--- config.mk ---
export PLATFORM = sky130hd
export DESIGN_NAME = bst_test_port
export DESIGN_NICKNAME = d
export VERILOG_FILES = /design/src/bst_test_port.v /design/src/bst_scan_cell.v
export VERILOG_INCLUDE_DIRS = /design/src
export SDC_FILE = /design/constraint.sdc
export NUM_CORES = 1
export LEC_CHECK = 0
export BUFFER_PORTS_ARGS = -buffer_cell sky130_fd_sc_hd__buf_4
export CAP_MARGIN = 10
export CORE_UTILIZATION = 54
export CTS_CLUSTER_SIZE = 20
export DETAILED_ROUTE_END_ITERATION = 7
export PLACE_DENSITY = 0.77
export SKIP_CTS_REPAIR_TIMING = 1
export SLEW_MARGIN = 20
export SYNTH_ARGS = -nofsm -noshare
export SYNTH_HDL_FRONTEND = slang
export SYNTH_SLANG_ARGS = --single-unit
--- constraint.sdc ---
create_clock -name clock -period 1.96 [get_ports clock]
set_clock_uncertainty 0.15 [all_clocks]
set_input_delay 0.294 -clock clock [delete_from_list [all_inputs] [get_ports clock]]
set_output_delay 0.294 -clock clock [all_outputs]
set_load 0.02 [all_outputs]
--- src/bst_regs.vh ---
`ifndef BST_REGS_VH
`define BST_REGS_VH
`define BST_IR_LEN      10
`define BST_IR_RESET    10'h001
`define BST_OP_BYPASS   10'h3FF
`define BST_OP_SAMPLE   10'h005
`define BST_OP_EXTEST   10'h00F
`define BST_OP_IDCODE   10'h006
`define BST_OP_CLAMP    10'h00A
`define BST_OP_HIGHZ    10'h00B
`define BST_IDCODE_VAL  32'h1234_5001 // arbitrary identity value
`define BST_CELL_BITS   3
`define BST_CELL_OUT    2
`define BST_CELL_OE     1
`define BST_CELL_IN     0
`define BST_ST_RESET    16'h0001
`define BST_ST_IDLE     16'h0002
`define BST_ST_SEL_DR   16'h0004
`define BST_ST_CAP_DR   16'h0008
`define BST_ST_SH_DR    16'h0010
`define BST_ST_EX1_DR   16'h0020
`define BST_ST_PA_DR    16'h0040
`define BST_ST_EX2_DR   16'h0080
`define BST_ST_UPD_DR   16'h0100
`define BST_ST_SEL_IR   16'h0200
`define BST_ST_CAP_IR   16'h0400
`define BST_ST_SH_IR    16'h0800
`define BST_ST_EX1_IR   16'h1000
`define BST_ST_PA_IR    16'h2000
`define BST_ST_EX2_IR   16'h4000
`define BST_ST_UPD_IR   16'h8000
`endif

--- src/bst_test_port.v ---
`timescale 1ns/100ps
`include "bst_regs.vh"
// Overview of operation
// - four test pins only: data in, data out, mode select, test clock.
// - no test reset pin; reset only by walking the state machine.
// - data in sampled on rising test clock edge.
// - data out changes on falling test clock edge while shifting.
// - data out released whenever nothing is being shifted out.
// - mode select evaluated, state changed, only on rising test clock edge.
// - instruction register chooses operation and selected data register.
// - one-bit bypass register gives the shortest serial path.
// - data in feeds instruction register; its decode steers data registers.
// - boundary register is one chain from data in to data out.
// - every user pin adds a three-bit cell of capture and update stages.
// - every user pin, clock pins included, has its own cell; here only the N_IO pads have cells, clock and rst_n have none.
// - test pins and supplies have no cells.
// - capture stages sample core output data and enable.
// - update stages drive pad output value and enable.
// - cell captures out, enable, pad in; updates only out and enable.
// - shared shift, clock and update controls come from the controller.
// - functional or test data selection decoded from the instruction.
// - cell serial out chains to the next cell serial in.
// - standard sixteen-state controller on rising clock, steered by mode select.
// - instruction register is ten bits.
// - five clocks of mode select high forces reset state; stays there.
// - reset state disables scan, normal operation, loads identity instruction.
module bst_test_port #(
  parameter N_IO = 4,
  parameter [31:0] IDCODE = `BST_IDCODE_VAL // arbitrary value
) (
  input  wire            clock,
  input  wire            rst_n,
  input  wire            tck,
  input  wire            tms,
  input  wire            tdi,
  output reg             tdo_o,
  output reg             tdo_oe,
  input  wire [N_IO-1:0] core_output_data,
  input  wire [N_IO-1:0] core_output_enable,
  input  wire [N_IO-1:0] pad_in,
  output wire [N_IO-1:0] pad_out,
  output wire [N_IO-1:0] pad_oe,
  output reg             scan_active
);
  localparam IRL = `BST_IR_LEN;

  // one-hot tap states
  localparam [15:0] ST_RESET  = `BST_ST_RESET;
  localparam [15:0] ST_IDLE   = `BST_ST_IDLE;
  localparam [15:0] ST_SEL_DR = `BST_ST_SEL_DR;
  localparam [15:0] ST_CAP_DR = `BST_ST_CAP_DR;
  localparam [15:0] ST_SH_DR  = `BST_ST_SH_DR;
  localparam [15:0] ST_EX1_DR = `BST_ST_EX1_DR;
  localparam [15:0] ST_PA_DR  = `BST_ST_PA_DR;
  localparam [15:0] ST_EX2_DR = `BST_ST_EX2_DR;
  localparam [15:0] ST_UPD_DR = `BST_ST_UPD_DR;
  localparam [15:0] ST_SEL_IR = `BST_ST_SEL_IR;
  localparam [15:0] ST_CAP_IR = `BST_ST_CAP_IR;
  localparam [15:0] ST_SH_IR  = `BST_ST_SH_IR;
  localparam [15:0] ST_EX1_IR = `BST_ST_EX1_IR;
  localparam [15:0] ST_PA_IR  = `BST_ST_PA_IR;
  localparam [15:0] ST_EX2_IR = `BST_ST_EX2_IR;
  localparam [15:0] ST_UPD_IR = `BST_ST_UPD_IR;

  // two-flop synchronisers for pins from the tester's domain
  reg [1:0] tck_s_r;
  reg [1:0] tms_s_r;
  reg [1:0] tdi_s_r;
  reg       tck_d_r;
  always @(posedge clock) begin
    if (!rst_n) begin
      tck_s_r <= 2'h0;
      tms_s_r <= 2'h3;
      tdi_s_r <= 2'h3;
      tck_d_r <= 1'h0;
    end else begin
      tck_s_r <= {tck_s_r[0], tck};
      tms_s_r <= {tms_s_r[0], tms};
      tdi_s_r <= {tdi_s_r[0], tdi};
      tck_d_r <= tck_s_r[1];
    end
  end
  // each tck edge is seen three clocks late; tck high and low need three clocks each
  wire tck_rise = tck_s_r[1] & ~tck_d_r;
  wire tck_fall = ~tck_s_r[1] & tck_d_r;
  wire tms_v = tms_s_r[1];
  wire tdi_v = tdi_s_r[1];

  // pad levels are pins as well, so they get the same two flops
  reg [N_IO-1:0] pad_s1_r;
  reg [N_IO-1:0] pad_s2_r;
  always @(posedge clock) begin
    if (!rst_n) begin
      pad_s1_r <= {N_IO{1'h0}};
      pad_s2_r <= {N_IO{1'h0}};
    end else begin
      pad_s1_r <= pad_in;
      pad_s2_r <= pad_s1_r;
    end
  end

  // tap controller; rst_n is power-up only, no test reset pin
  reg [15:0] st_r;
  reg [15:0] st_nxt;
  always @* begin
    case (st_r)
      ST_RESET: begin
        st_nxt = tms_v ? ST_RESET : ST_IDLE;
      end
      ST_IDLE: begin
        st_nxt = tms_v ? ST_SEL_DR : ST_IDLE;
      end
      ST_SEL_DR: begin
        st_nxt = tms_v ? ST_SEL_IR : ST_CAP_DR;
      end
      ST_CAP_DR: begin
        st_nxt = tms_v ? ST_EX1_DR : ST_SH_DR;
      end
      ST_SH_DR: begin
        st_nxt = tms_v ? ST_EX1_DR : ST_SH_DR;
      end
      ST_EX1_DR: begin
        st_nxt = tms_v ? ST_UPD_DR : ST_PA_DR;
      end
      ST_PA_DR: begin
        st_nxt = tms_v ? ST_EX2_DR : ST_PA_DR;
      end
      ST_EX2_DR: begin
        st_nxt = tms_v ? ST_UPD_DR : ST_SH_DR;
      end
      ST_UPD_DR: begin
        st_nxt = tms_v ? ST_SEL_DR : ST_IDLE;
      end
      ST_SEL_IR: begin
        st_nxt = tms_v ? ST_RESET : ST_CAP_IR;
      end
      ST_CAP_IR: begin
        st_nxt = tms_v ? ST_EX1_IR : ST_SH_IR;
      end
      ST_SH_IR: begin
        st_nxt = tms_v ? ST_EX1_IR : ST_SH_IR;
      end
      ST_EX1_IR: begin
        st_nxt = tms_v ? ST_UPD_IR : ST_PA_IR;
      end
      ST_PA_IR: begin
        st_nxt = tms_v ? ST_EX2_IR : ST_PA_IR;
      end
      ST_EX2_IR: begin
        st_nxt = tms_v ? ST_UPD_IR : ST_SH_IR;
      end
      ST_UPD_IR: begin
        st_nxt = tms_v ? ST_SEL_DR : ST_IDLE;
      end
      default: begin
        st_nxt = ST_RESET;
      end
    endcase
  end
  always @(posedge clock) begin
    if (!rst_n) begin
      st_r <= ST_RESET;
    end else if (tck_rise) begin
      st_r <= st_nxt;
    end
  end

  wire in_reset  = st_r[0];
  wire cap_dr    = st_r[3];
  wire sh_dr     = st_r[4];
  wire upd_dr    = st_r[8];
  wire cap_ir    = st_r[10];
  wire sh_ir     = st_r[11];
  wire upd_ir    = st_r[15];

  // instruction register: shift stage and active stage
  reg [IRL-1:0] ir_sh_r;
  reg [IRL-1:0] ir_r;
  always @(posedge clock) begin
    if (!rst_n) begin
      ir_sh_r <= `BST_IR_RESET;
      ir_r    <= `BST_OP_IDCODE;
    end else if (tck_rise) begin
      if (cap_ir) begin
        ir_sh_r <= `BST_IR_RESET;
      end else if (sh_ir) begin
        ir_sh_r <= {tdi_v, ir_sh_r[IRL-1:1]};
      end
      if (in_reset) begin
        ir_r <= `BST_OP_IDCODE;
      end else if (upd_ir) begin
        ir_r <= ir_sh_r;
      end
    end
  end

  // decode; unknown codes fall back to bypass
  wire op_sample = (ir_r == `BST_OP_SAMPLE);
  wire op_extest = (ir_r == `BST_OP_EXTEST);
  wire op_idcode = (ir_r == `BST_OP_IDCODE);
  wire sel_bsr   = op_sample | op_extest;
  wire sel_id    = op_idcode;
  // clamp and highz would need extra pad control; both run as bypass here
  wire test_mode = op_extest & ~in_reset;

  // bypass register
  reg bypass_r;
  always @(posedge clock) begin
    if (!rst_n) begin
      bypass_r <= 1'h0;
    end else if (tck_rise) begin
      if (cap_dr) begin
        bypass_r <= 1'h0;
      end else if (sh_dr) begin
        bypass_r <= tdi_v;
      end
    end
  end

  // identity register
  reg [31:0] id_r;
  always @(posedge clock) begin
    if (!rst_n) begin
      id_r <= 32'h0000_0000;
    end else if (tck_rise && sel_id) begin
      if (cap_dr) begin
        id_r <= IDCODE;
      end else if (sh_dr) begin
        id_r <= {tdi_v, id_r[31:1]};
      end
    end
  end

  // global controls shared by every cell
  wire g_clk   = tck_rise & sel_bsr & (cap_dr | sh_dr);
  wire g_shift = sh_dr;
  wire g_upd   = tck_rise & sel_bsr & upd_dr;

  // boundary chain, tdi at the top cell, tdo from cell 0
  wire [N_IO:0] chain;
  assign chain[N_IO] = tdi_v;
  genvar gi;
  generate
    for (gi = 0; gi < N_IO; gi = gi + 1) begin : g_cell
      bst_scan_cell u_cell (
        .clock              (clock),
        .rst_n              (rst_n),
        .clk_en             (g_clk),
        .upd_en             (g_upd),
        .shift_sel          (g_shift),
        .test_mode          (test_mode),
        .cell_serial_in     (chain[gi+1]),
        .core_output_data   (core_output_data[gi]),
        .core_output_enable (core_output_enable[gi]),
        .pad_in             (pad_s2_r[gi]),
        .cell_serial_out    (chain[gi]),
        .pad_out            (pad_out[gi]),
        .pad_oe             (pad_oe[gi])
      );
    end
  endgenerate

  // serial output mux
  reg dr_bit;
  always @* begin
    if (sel_bsr) begin
      dr_bit = chain[0];
    end else if (sel_id) begin
      dr_bit = id_r[0];
    end else begin
      dr_bit = bypass_r;
    end
  end

  // released value is a plain 0 so no stale bit lingers on the pin
  reg tdo_nxt;
  reg tdo_oe_nxt;
  always @* begin
    tdo_oe_nxt = sh_ir | sh_dr;
    if (sh_ir) begin
      tdo_nxt = ir_sh_r[0];
    end else if (sh_dr) begin
      tdo_nxt = dr_bit;
    end else begin
      tdo_nxt = 1'h0;
    end
  end

  // tdo and its enable change only on falling tck
  always @(posedge clock) begin
    if (!rst_n) begin
      tdo_o       <= 1'h0;
      tdo_oe      <= 1'h0;
      scan_active <= 1'h0;
    end else begin
      scan_active <= test_mode;
      if (tck_fall) begin
        tdo_oe <= tdo_oe_nxt;
        tdo_o  <= tdo_nxt;
      end
    end
  end
endmodule

--- src/bst_scan_cell.v ---
`timescale 1ns/100ps
`include "bst_regs.vh"
module bst_scan_cell (
  input  wire       clock,
  input  wire       rst_n,
  input  wire       clk_en,
  input  wire       upd_en,
  input  wire       shift_sel,
  input  wire       test_mode,
  input  wire       cell_serial_in,
  input  wire       core_output_data,
  input  wire       core_output_enable,
  input  wire       pad_in,
  output wire       cell_serial_out,
  output reg        pad_out,
  output reg        pad_oe
);
  // capture chain order: out, oe, in; in-bit is last toward tdo
  reg [2:0] cap_r;
  reg       upd_out_r;
  reg       upd_oe_r;

  always @(posedge clock) begin
    if (!rst_n) begin
      cap_r <= 3'h0;
    end else if (clk_en) begin
      if (shift_sel) begin
        cap_r <= {cell_serial_in, cap_r[2:1]};
      end else begin
        cap_r <= {core_output_data, core_output_enable, pad_in};
      end
    end
  end

  assign cell_serial_out = cap_r[0];

  // no update register on the input path
  always @(posedge clock) begin
    if (!rst_n) begin
      upd_out_r <= 1'h0;
      upd_oe_r  <= 1'h0;
    end else if (upd_en) begin
      upd_out_r <= cap_r[`BST_CELL_OUT];
      upd_oe_r  <= cap_r[`BST_CELL_OE];
    end
  end

  always @(posedge clock) begin
    if (!rst_n) begin
      pad_out <= 1'h0;
      pad_oe  <= 1'h0;
    end else begin
      pad_out <= test_mode ? upd_out_r : core_output_data;
      pad_oe  <= test_mode ? upd_oe_r : core_output_enable;
    end
  end
endmodule

# Word-level counts from Yosys, hierarchy flattened
# Index checks and enable logic that the tools add are counted.
# word_totals
ff_bits	115
output_inout_bits	11
input_bits	17
# op_classes
n_mux	37
n_reduce_logical	11
bitwise	12
eq_ne	19
# op_table
cell	count
$pmux 16 s12	1
$mux 32	2
$mux 10	5
$mux 16	2
$eq 10x3->1 const B	2
$mux 9	2
$eq 16x1->1 const B	1
$eq 16x10->1 const B	1
$eq 16x11->1 const B	1
$eq 16x12->1 const B	1
$eq 16x13->1 const B	1
$eq 16x14->1 const B	1
$eq 16x15->1 const B	1
$eq 16x16->1 const B	1
$eq 16x2->1 const B	1
$eq 16x3->1 const B	1
$eq 16x4->1 const B	1
$eq 16x5->1 const B	1
$eq 16x6->1 const B	1
$eq 16x7->1 const B	1
$eq 16x8->1 const B	1
$eq 16x9->1 const B	1
$mux 15	1
$mux 3	5
15 further kinds	43

# Logic depth before layout (Yosys ltp)
# Gate-level depths: netlist of the first run.
# logic_depth
depth_word	5
depth_mapped	8
ltp_nobuf	6

# Cells and area by module
# Synthesis of the first run repeated with hierarchy kept, for this count alone.
# unflattened
cells_unflattened	546
area_unflattened_um2	4966.0
# by_module_without_submodules
mod	area_each_um2	instances	cells_each
bst_test_port	3905.0	1	450
bst_scan_cell	265.3	4	24

# Least setup slack after synthesis of the first run
# OpenSTA, ideal clock, no wires.
# synth_timing
path_type	register to register
start	reg ir_r[4]
end	reg tdo_o
synth_period_minus_slack_ns	1.896
t_arrival_ns	1.672
path_slack_ns	0.064
required_ns	1.736
stages_incl_launch_ff	7
path_cell_list	dfxtp_1 nor4_2 nand4_1 mux2_2 nor2_1 or4b_1 a31oi_1
# synth_between
elab_chain_cells	5
elab_cells_between_ends	8
cone_classes	eq/ne (3); mux (4); bitwise (1)
# synth_lines
item	line_no	rtl
from (decl)	bst_test_port.v:178	reg [IRL-1:0] ir_r;
from (signal assigned)	bst_test_port.v:182	ir_r <= `BST_OP_IDCODE;
from (signal assigned)	bst_test_port.v:190	ir_r <= `BST_OP_IDCODE;
from (signal assigned)	bst_test_port.v:192	ir_r <= ir_sh_r;
$eq 10x3->1 (no source line) / $eq 10x4->1 (equally long branches)	n/a	
$mux 1 / $or 1x1->1 (equally long branches)	bst_test_port.v:268, bst_test_port.v:201	
$mux 1 *	bst_test_port.v:266	if (sel_bsr) begin
$mux 1 *	bst_test_port.v:282	end else if (sh_dr) begin
$mux 1 *	bst_test_port.v:280	if (sh_ir) begin
to (signal assigned)	bst_test_port.v:299	tdo_o <= tdo_nxt;
to (decl)	bst_test_port.v:36	output reg tdo_o,
# Mark *: on every way between the ends. The rest lies on a longest branch, timed or not.
# A chain may end at the register's enable or synchronous reset.

# Final worst setup path of the first run
# layout_timing
start	reg ir_r[7]
end	reg tdo_o
# The elaborated chain is that of the path after synthesis.

==> impl_results.md, run 1 <==
- PnR worst setup slack: -0.0749 ns
- Failing checks: setup timing
- Pin count of the biggest net entering global routing: 34
- Cells after synthesis: 548
- Most common cell after layout, fill and taps aside: dfxtp_1
- Largest area contributor in the netlist: dfxtp_1
- Post-Syn Area per Cell: 8.77 um^2
- Number of remaining DRC errors: 0
- Crit path launch type: flop
- Row Count: 34
- First-pass GRT wire length: 17.0 mm
- Fillers: 613
- Die height: about 96 um
- Met2 usage: 0.406
- Cells taking the most area after synthesis: dfxtp_1 (48%), nor2_1 (6.8%), mux2i_1 (5.8%)
- Fmax: ~490 MHz
- Worst EP arrival: ~2.3 ns
- Flop pwr share: 0.409
- Total wire length: 11.4 mm
- Core area: 8680 um^2
- Inserted Diodes: 0
- H-tree Lvls: 4
- Met3 GRT Util: 0.0727
- Layout Nets: 627
- Total net switching power: about 0.0013 W
- Synth unique cells: 45
- Initial Util: 0.553
- Worst-Skew Late Latency: 0.51 ns
- Met1 Use GR: 0.299
- Clock network power share: 0.551
- Sequential cell area fraction in the yosys report: 0.479
- LEAKAGE: 2.33 nW
- Die area: 9280 um^2
- Layout cell share with drive strength beyond 1: 0.228
- Vias: 4103
- Least-Margin Pin Slew: 0.691 ns
- Longest Clk Path Bufs: 2
- Clock tree from TritonCTS: yes
- Warnings from Yosys: 0
- CP Class: flop to flop
- Router iterations before antenna repair: 5
- Mapped cell area: 4800 um^2
- Crit Path Max Fanout: 3
- CTS clk-pin slew, worst paths: 0.06 ns
- Cell-internal power: 0.00455 W
- Min cycle time layout: 2.03 ns
- Number of buffers created by CTS: 17
- Die width: 96.3 um
- Final ANT Viol Nets: 0
- Max cap viols: 0
- Worst hold path type: flop to flop
- RSZ-0062 raised after global routing: true
- Worst EP required: 2.24 ns
- Clock root cell: clkbuf_8
- Fin. Hold Viols: 0
- Syn nets: ~570
- Post-DP HPWL: 6.63 mm
- Initial antenna violation count: 0
- Normalized max-slew margin: 0.539
- Combinational share of power: 0.040
- Gpl congestion: about 0.92
- DR WL/cell: 15.5 um
- Via density: 5.61
- Status: finished with violations
- GRT Resource Usage Total: 0.241
- Tcrit/Tclk final: 1.04
- Initial drt markers: 218
- Boundary Pins: 28
- Pwr dens: approximately 930 nW/um^2
- Final Non-Filler Cells: between 700 and 800
- Synthesis-stage register bit count: between 100 and 150
- Vias in the first global route: around 3600
- Most Crowded Layer GR: met2
- Post-placement cell count: 674
- Crit. End Element: flop
- Grt ovf: 0
- Slew Limit Fails: 0
- Top-area cell type share of the netlist area: 0.479
- Synth-to-Final Area Change: 30.2%
- Sw Ratio: 0.216
- Port Buffers: 27
- Most frequent cells in the layout: dfxtp_1 (110), nor2_1 (85), buf_4 (70), a21oi_1 (49), nand2_1 (36)
- Clock sinks: 115
- Maximum VDD drop: 0.000695 V
- Fin util: 0.720
- # setup viols final: 3
[per-layer routing]
layer | vias up | wire, um
met2 | 109 | 5740
met5 | - | 0
met1 | 1976 | 4980
li1 | 2011 | -
met3 | 7 | 564
met4 | 0 | 75
[power groups by stage]
stage / clock, W / sequential (W) / combinational, W
after global routing: 0.00335 / 0.00238 / 0.000252
after CTS: 0.00323 / 0.00238 / 0.000187
after detailed placement: 0 / 0.00243 / 0.000185
after global placement: 0 / 0.00243 / 0.000181
final: 0.00320 / 0.00238 / 0.000230
after floorplan: 0 / 0.00242 / 0.000115
[cell usage after synthesis, drive strengths merged]
master / instances
inv: 2
xor2: 4
nor4: 11
or2: 1
nand2b: 6
nand3b: 24
a31oi: 1
or4b: 1
o2111ai: 1
nand3: 8
dfxtp: 115
clkbuf: 28
mux2i: 28
o21ai: 14
nor3: 32
nand4: 4
nor2b: 3
nor4b: 1
mux2: 1
or3: 2
nand2: 37
nor3b: 20
a21oi: 51
and2: 11
o31ai: 1
nor2: 87
nand4b: 2
a22oi: 6
buf: 24
or4: 1
o31a: 1
xnor2: 7
a211oi: 13
[final timing paths]
| kind | start | to | slack, ns | cells after the start |
|---|---|---|---|---|
| hold / removal | tms_s_r[0]$_SDFF_PN1_ | tms_s_r[1]$_SDFF_PN1_ | 0.27 | 1 |
| setup reg to reg | ir_r[7]$_SDFFE_PN0P_ | tdo_o$_SDFFE_PN0P_ | -0.07 | 6 |
| setup / recovery | ir_r[7]$_SDFFE_PN0P_ | tdo_o$_SDFFE_PN0P_ | -0.07 | 6 |
| hold reg to reg | tms_s_r[0]$_SDFF_PN1_ | tms_s_r[1]$_SDFF_PN1_ | 0.27 | 1 |
[cell type report]
| class | instances | area, um^2 | area share |
|---|---|---|---|
| clock buffer | 18 | 418 | 0.0668 |
| clock inverter | 14 | 201 | 0.0322 |
| inverter | 2 | 7.51 | 0.00120 |
| multi-input combinational | 380 | 2370 | 0.379 |
| sequential | 115 | 2310 | 0.370 |
| tap | 108 | 135 | 0.0216 |
| timing repair buffer | 94 | 808 | 0.129 |
[registers in the layout, summed over array words and instances (netlist names), 2 cells and up]
| name | count |
|---|---|
| g_cell.u_cell.pad_out | 4 |
| pad_s2_r | 4 |
| st_r | 16 |
| g_cell.u_cell.pad_oe | 4 |
| pad_s1_r | 4 |
| g_cell.u_cell.upd_out_r | 4 |
| g_cell.u_cell.cap_r | 12 |
| tdi_s_r | 2 |
| ir_r | 10 |
| g_cell.u_cell.upd_oe_r | 4 |
| tck_s_r | 2 |
| tms_s_r | 2 |
| id_r | 32 |
| ir_sh_r | 10 |
[critical path: stages (launching register included)]
cell	delay (ns)
dfxtp_2	0.34
nor4_4	0.29
nand4_1	0.22
mux2_4	0.26
nor2_1	0.04
or4b_1	0.49
a31oi_1	0.17
[per-stage QoR]
stage	setup TNS [ns]	power [W]	setup WS (ns)	instance area (um^2)	hold WS, ns
final	-0.0817	0.00581	-0.0749	6250	0.270
after global routing	-1.21	0.00598	-0.158	6250	0.291
after CTS	-0.325	0.00580	-0.0760	5880	-0.191
after detailed placement	-0.136	0.00261	-0.0336	5260	0.256
after global placement	0	0.00261	0.0316	5260	0.249
after floorplan	0	0.00254	0.0637	4800	0.217
[logic make-up (layout without fill, tap and decap cells)]
kind of cell / count (synthesis) / count (layout) / synth area share
AND/OR/NAND/NOR: 251 / 252 / 0.284
flip-flops: 115 / 115 / 0.479
XOR/XNOR: 11 / 11 / 0.0201
multiplexers: 29 / 29 / 0.0607
buffers and inverters: 54 / 128 / 0.0516
AO/OA/AOI/OAI: 88 / 88 / 0.104
Power figures use the tool's default switching activity.
==> run 2, diff against run 1 <==
Settings changed: SETUP_SLACK_MARGIN set to 0.15.
==> impl_results.md, run 2 (synthesis results as in run 1) <==
- Top reg by flops: id_r
- Inserted Diodes: 0 (unchanged)
- Crit. End Element: flop
- Final Non-Filler Cells: 728 (-0.41%)
- Tcrit/Tclk final: 1.02 (-0.0204)
- PnR worst setup slack: -0.0349 ns (+0.0400 ns)
- GRT Resource Usage Total: 0.245 (+0.00372)
- Worst EP required: 2.23 ns (about the same)
- Slowest cell on crit path: dfxtp_2
- Pin count of the biggest net entering global routing: 33 (-2.9%)
- Max cap viols: 0 (unchanged)
- DP Area: 5250 um^2 (-0.24%)
- Fin. Hold Viols: 0 (unchanged)
- RSZ-0062 raised after global routing: true
- # setup viols final: 2 (-1)
- DR WL/cell: 16.7 um (+7.3%)
- Most common cell after layout, fill and taps aside: dfxtp_1
- Initial antenna violation count: 0 (unchanged)
- Post-DP HPWL: 6.58 mm (-0.78%)
- Crit Path Max Fanout: 16 (+13)
- Pwr Total: 0.00575 W (-1.1%)
- Slew Limit Fails: 0 (unchanged)
- Router iterations before antenna repair: 7 (+2)
- Crit path launch type: flop
- CP Buf/Inv Count: 2 (+2)
- Worst hold path type: flop to flop
- Core area: 8680 um^2 (unchanged)
- Worst EP arrival: 2.27 ns (-0.04 ns)
- Port Buffers: 27 (unchanged)
- Clock tree from TritonCTS: yes
- Max reg flops: 32 (unchanged)
- H-tree Lvls: 4 (unchanged)
- Total wire length: 12.1 mm (+6.9%)
- Initial drt markers: 221 (+1.4%)
- Clock root cell: clkbuf_8
- Crit path from: ir_r[5]$_SDFFE_PN0P_
- Post-route cell area: 6370 um^2 (+1.8%)
- CP Class: flop to flop
- Layout cell share with drive strength beyond 1: 0.258 (+0.0301)
- Layout Nets: 624 (-0.48%)
- First-pass GRT wire length: 17.2 mm (+1.2%)
- Boundary Pins: 28 (unchanged)
- Gpl congestion: 0.845 (-7.7%)
- Post-placement cell count: 667 (-1.0%)
- CTS clk-pin slew, worst paths: 0.06 ns (about the same)
- Fmax: 501 MHz (+2.0%)
- Least-Margin Pin Slew: 0.656 ns (-0.0352 ns)
- Synth-to-Final Area Change: 32.6%
- Number of remaining DRC errors: 0 (unchanged)
- Die width: 96.3 um (unchanged)
- Top flop regs: id_r x32, st_r x16, g_cell.u_cell.cap_r x12
- Vias in the first global route: 3636 (+0.33%)
- Fillers: 568 (-7.3%)
- Row Count: 34 (unchanged)
- DP Worst Slack: -0.0605 ns (-0.0269 ns)
- Die area: 9280 um^2 (unchanged)
- CP Cell Sequence: nor4_4, nand4_1, buf_4, nor2_4, clkbuf_16, nor2_1, nor3_1
- Number of buffers created by CTS: 17 (unchanged)
- Final ANT Viol Nets: 0 (unchanged)
- Status: finished with violations
- Initial Util: 0.553 (unchanged)
- Normalized max-slew margin: 0.562 (+0.0234)
- Min cycle time layout: 1.99 ns (-0.0400 ns)
- Vias: 4190 (+2.1%)
- Failing checks: setup timing
- Worst-Skew Late Latency: 0.52 ns (about the same)
- Via density: 5.76 (+2.5%)
- CP max stage delay: 0.34 ns (-0.15 ns)
- Hold Crit Start: tms_s_r[0]$_SDFF_PN1_
- Clock sinks: 115 (unchanged)
- LEAKAGE: 2.38 nW (+2.0%)
- Longest Clk Path Bufs: 2 (unchanged)
- Die height: 96.3 um (unchanged)
- Pwr dens: 902 nW/um^2 (-2.9%)
- Most frequent cells in the layout: dfxtp_1 (103), nor2_1 (81), buf_4 (61), a21oi_1 (50), nand2_1 (35)
- Maximum VDD drop: 0.000591 V (-15%)
- Final TNS setup: -0.0487 ns (+0.0330 ns)
- Reg2Reg Launch Point: ir_r[5]$_SDFFE_PN0P_
- Grt ovf: 0 (unchanged)
- Delay-heaviest family, CP: simple AND/OR/NAND/NOR gates
[run 2: worst paths after layout]
path / endpoint / slack [ns] / depth (start not counted)
worst max register to register: id_r[28]$_SDFFE_PN0P_ / -0.03 / 7
worst min-delay path: tms_s_r[1]$_SDFF_PN1_ / 0.26 / 1
worst max-delay path: id_r[28]$_SDFFE_PN0P_ / -0.03 / 7
worst min register to register: tms_s_r[1]$_SDFF_PN1_ / 0.26 / 1
[run 2: per-stage QoR]
step | hold WS, ns | util
after global routing | 0.278 | 0.734
after detailed placement | 0.251 | 0.605
after CTS | -0.200 | 0.675
final | 0.265 | 0.734
after floorplan | 0.217 | -
after global placement | 0.249 | 0.605
[run 2: power breakdown]
part | total [W] | switching, W | internal [W]
combinational | 0.000241 | 0.000130 | 0.000112
clock | 0.00313 | 0.00114 | 0.00199
sequential | 0.00238 | 0.0000126 | 0.00236
total | 0.00575 | 0.00128 | 0.00446
[run 2: area by class of cell]
type	count	area, um^2	area share
multi-input combinational	381	2480	0.389
inverter	2	7.51	0.00118
tap	108	135	0.0212
timing repair buffer	90	825	0.129
sequential	115	2320	0.364
clock buffer	18	428	0.0672
clock inverter	14	175	0.0275
[run 2: layer usage]
metal	vias up	GRT usage	wire (um)
li1	2013	-	-
met1	1995	0.310	5240
met2	156	0.393	6030
met3	26	0.0679	630
met4	0	0.0993	240
met5	-	0	0
[run 2: worst reg2reg max path, stage by stage (launching register included)]
cell	delay, ns
dfxtp_2	0.34
nor4_4	0.31
nand4_1	0.21
buf_4	0.22
nor2_4	0.18
clkbuf_16	0.21
nor2_1	0.07
nor3_1	0.22
==> run 3, diff against run 2 <==
Settings changed: CORE_MARGIN set to 4.
==> impl_results.md, run 3 (synthesis results as in run 1) <==
- Die height: 102 um (+6.2%)
- Vias: 4191 (+0.024%)
- First-pass GRT wire length: 18.0 mm (+4.5%)
- Worst reg2reg path depth: 6 (-1)
- Post-route cell area: 6480 um^2 (+1.7%)
- Fin. Hold Viols: 0 (unchanged)
- Min cycle time layout: 1.96 ns (-0.0306 ns)
- Vias in the first global route: 3814 (+4.9%)
- Boundary Pins: 28 (unchanged)
- Core area: 8680 um^2 (unchanged)
- Most common cell after layout, fill and taps aside: dfxtp_1
- Initial drt markers: 371 (+68%)
- Slowest cell on crit path: or4b_1
- Gpl congestion: 0.941 (+11%)
- Worst-Skew Late Latency: 0.53 ns (about the same)
- Clock root cell: clkbuf_8
- Fin util: 0.746 (+0.0125)
- Most frequent cells in the layout: dfxtp_1 (104), nor2_1 (81), buf_4 (62), a21oi_1 (44), nand2_1 (36)
- Initial Util: 0.553 (unchanged)
- Crit path launch type: flop
- Via density: 5.74 (-0.25%)
- Row Count: 34 (unchanged)
- Top flop regs: id_r x32, st_r x16, g_cell.u_cell.cap_r x12
- Grt ovf: 0 (unchanged)
- Post-DP HPWL: 6.89 mm (+4.7%)
- Slew Limit Fails: 0 (unchanged)
- Maximum VDD drop: 0.000554 V (-6.3%)
- CP max stage delay: 0.46 ns (+0.12 ns)
- Pin count of the biggest net entering global routing: 35 (+6.1%)
- DP Area: 5260 um^2 (+0.14%)
- Status: finished with violations
- Crit. End Element: flop
- Max reg flops: 32 (unchanged)
- Layout Nets: 626 (+0.32%)
- Initial antenna violation count: 0 (unchanged)
- Synth-to-Final Area Change: 34.8%
- Worst EP arrival: 2.25 ns (-0.02 ns)
- Total wire length: 12.2 mm (+0.33%)
- Max cap viols: 0 (unchanged)
- DR WL/cell: 16.7 um (about the same)
- CTS clk-pin slew, worst paths: 0.06 ns (about the same)
- Top reg by flops: id_r
- Router iterations before antenna repair: 5 (-2)
- Tcrit/Tclk final: 1.00 (-0.0156)
- Worst hold path type: flop to flop
- Final Non-Filler Cells: 730 (+0.27%)
- Die width: 102 um (+6.2%)
- Number of buffers created by CTS: 17 (unchanged)
- RSZ-0062 raised after global routing: true
- Reg-to-reg setup timing slack: -0.004 ns (+0.03 ns)
- Crit Path Max Fanout: 3 (-13)
- Number of remaining DRC errors: 0 (unchanged)
- Normalized max-slew margin: 0.606 (+0.0432)
- Failing checks: setup timing
- Clock tree from TritonCTS: yes
- Pwr Total: 0.00591 W (+2.8%)
- Final ANT Viol Nets: 0 (unchanged)
- H-tree Lvls: 4 (unchanged)
- PnR worst setup slack: -0.00437 ns (+0.0306 ns)
- Longest Clk Path Bufs: 2 (unchanged)
- Layout cell share with drive strength beyond 1: 0.275 (+0.0169)
- Post-placement cell count: 668 (+0.15%)
- CP Cell Sequence: nor4_4, nand4_1, mux2_4, nor2_1, or4b_1, a31oi_1
- Port Buffers: 27 (unchanged)
- LEAKAGE: 2.42 nW (+1.7%)
- Least-Margin Pin Slew: 0.591 ns (-0.0655 ns)
- # setup viols final: 2 (unchanged)
- Worst hold path depth: 1 (unchanged)
- Clock sinks: 115 (unchanged)
- Worst EP required: 2.24 ns (about the same)
- GRT Resource Usage Total: 0.217 (-0.0279)
- Min Hold Slack: 0.280 ns (+0.0150 ns)
- Die area: 10500 um^2 (+13%)
- Fmax: 509 MHz (+1.6%)
- CP Class: flop to flop
- Inserted Diodes: 0 (unchanged)
- Pwr dens: 912 nW/um^2 (+1.0%)
run 3: cell types whose count changed in the layout (fill, tap and decap cells not counted), moves of 3 or more:
cell	previous run	this run
nor3_1	23	16
clkinv_2	3	0
a21oi_2	1	6
a211oi_2	4	1
a21oi_1	50	44
a211oi_1	9	12
buf_6	5	8
nor3_2	3	11
run 3: report_power, final:
part | leakage [nW] | internal (W) | switching [W] | total, W
Sequential | 0.937 | 0.00236 | 0.0000124 | 0.00237
Clock | 0.310 | 0.00215 | 0.00113 | 0.00328
Combinational | 1.17 | 0.000118 | 0.000132 | 0.000250
Total | 2.42 | 0.00463 | 0.00127 | 0.00591
run 3: per-layer routing:
layer  up-vias  global-route usage  part of all wire
met5         -                   0                 0
met4         0              0.0959             0.020
met3        31              0.0560             0.050
met2       129               0.353              0.51
met1      2009               0.272              0.43
li1       2022                   -                 -
run 3: worst paths after layout:
path,start,to
hold / removal,tms_s_r[0]$_SDFF_PN1_,tms_s_r[1]$_SDFF_PN1_
setup / recovery,ir_r[7]$_SDFFE_PN0P_,tdo_o$_SDFFE_PN0P_
hold reg to reg,tms_s_r[0]$_SDFF_PN1_,tms_s_r[1]$_SDFF_PN1_
setup reg to reg,ir_r[7]$_SDFFE_PN0P_,tdo_o$_SDFFE_PN0P_
run 3: stage by stage:
stage / TNS (ns) / setup WS [ns]
after global placement: 0 / 0.0298
final: -0.00782 / -0.00437
after CTS: -0.997 / -0.123
after detailed placement: -0.874 / -0.129
after floorplan: 0 / 0.100
after global routing: -0.843 / -0.0949
run 3: cell type report:
cell class                 count  area, um^2
clock buffer                  19         442
multi-input combinational    379        2510
clock inverter                13         198
fill                         539        2200
timing repair buffer          94         866
inverter                       2        7.51
sequential                   115        2320
tap                          108         135
run 3: critical path, delay by kind of cell, from the launching register on:
family             cells  cell delay (ns)
and+or+nand+nor        4             1.01
muxes                  1             0.24
DFF                    1             0.34
AOI/OAI and AO/OA      1             0.14
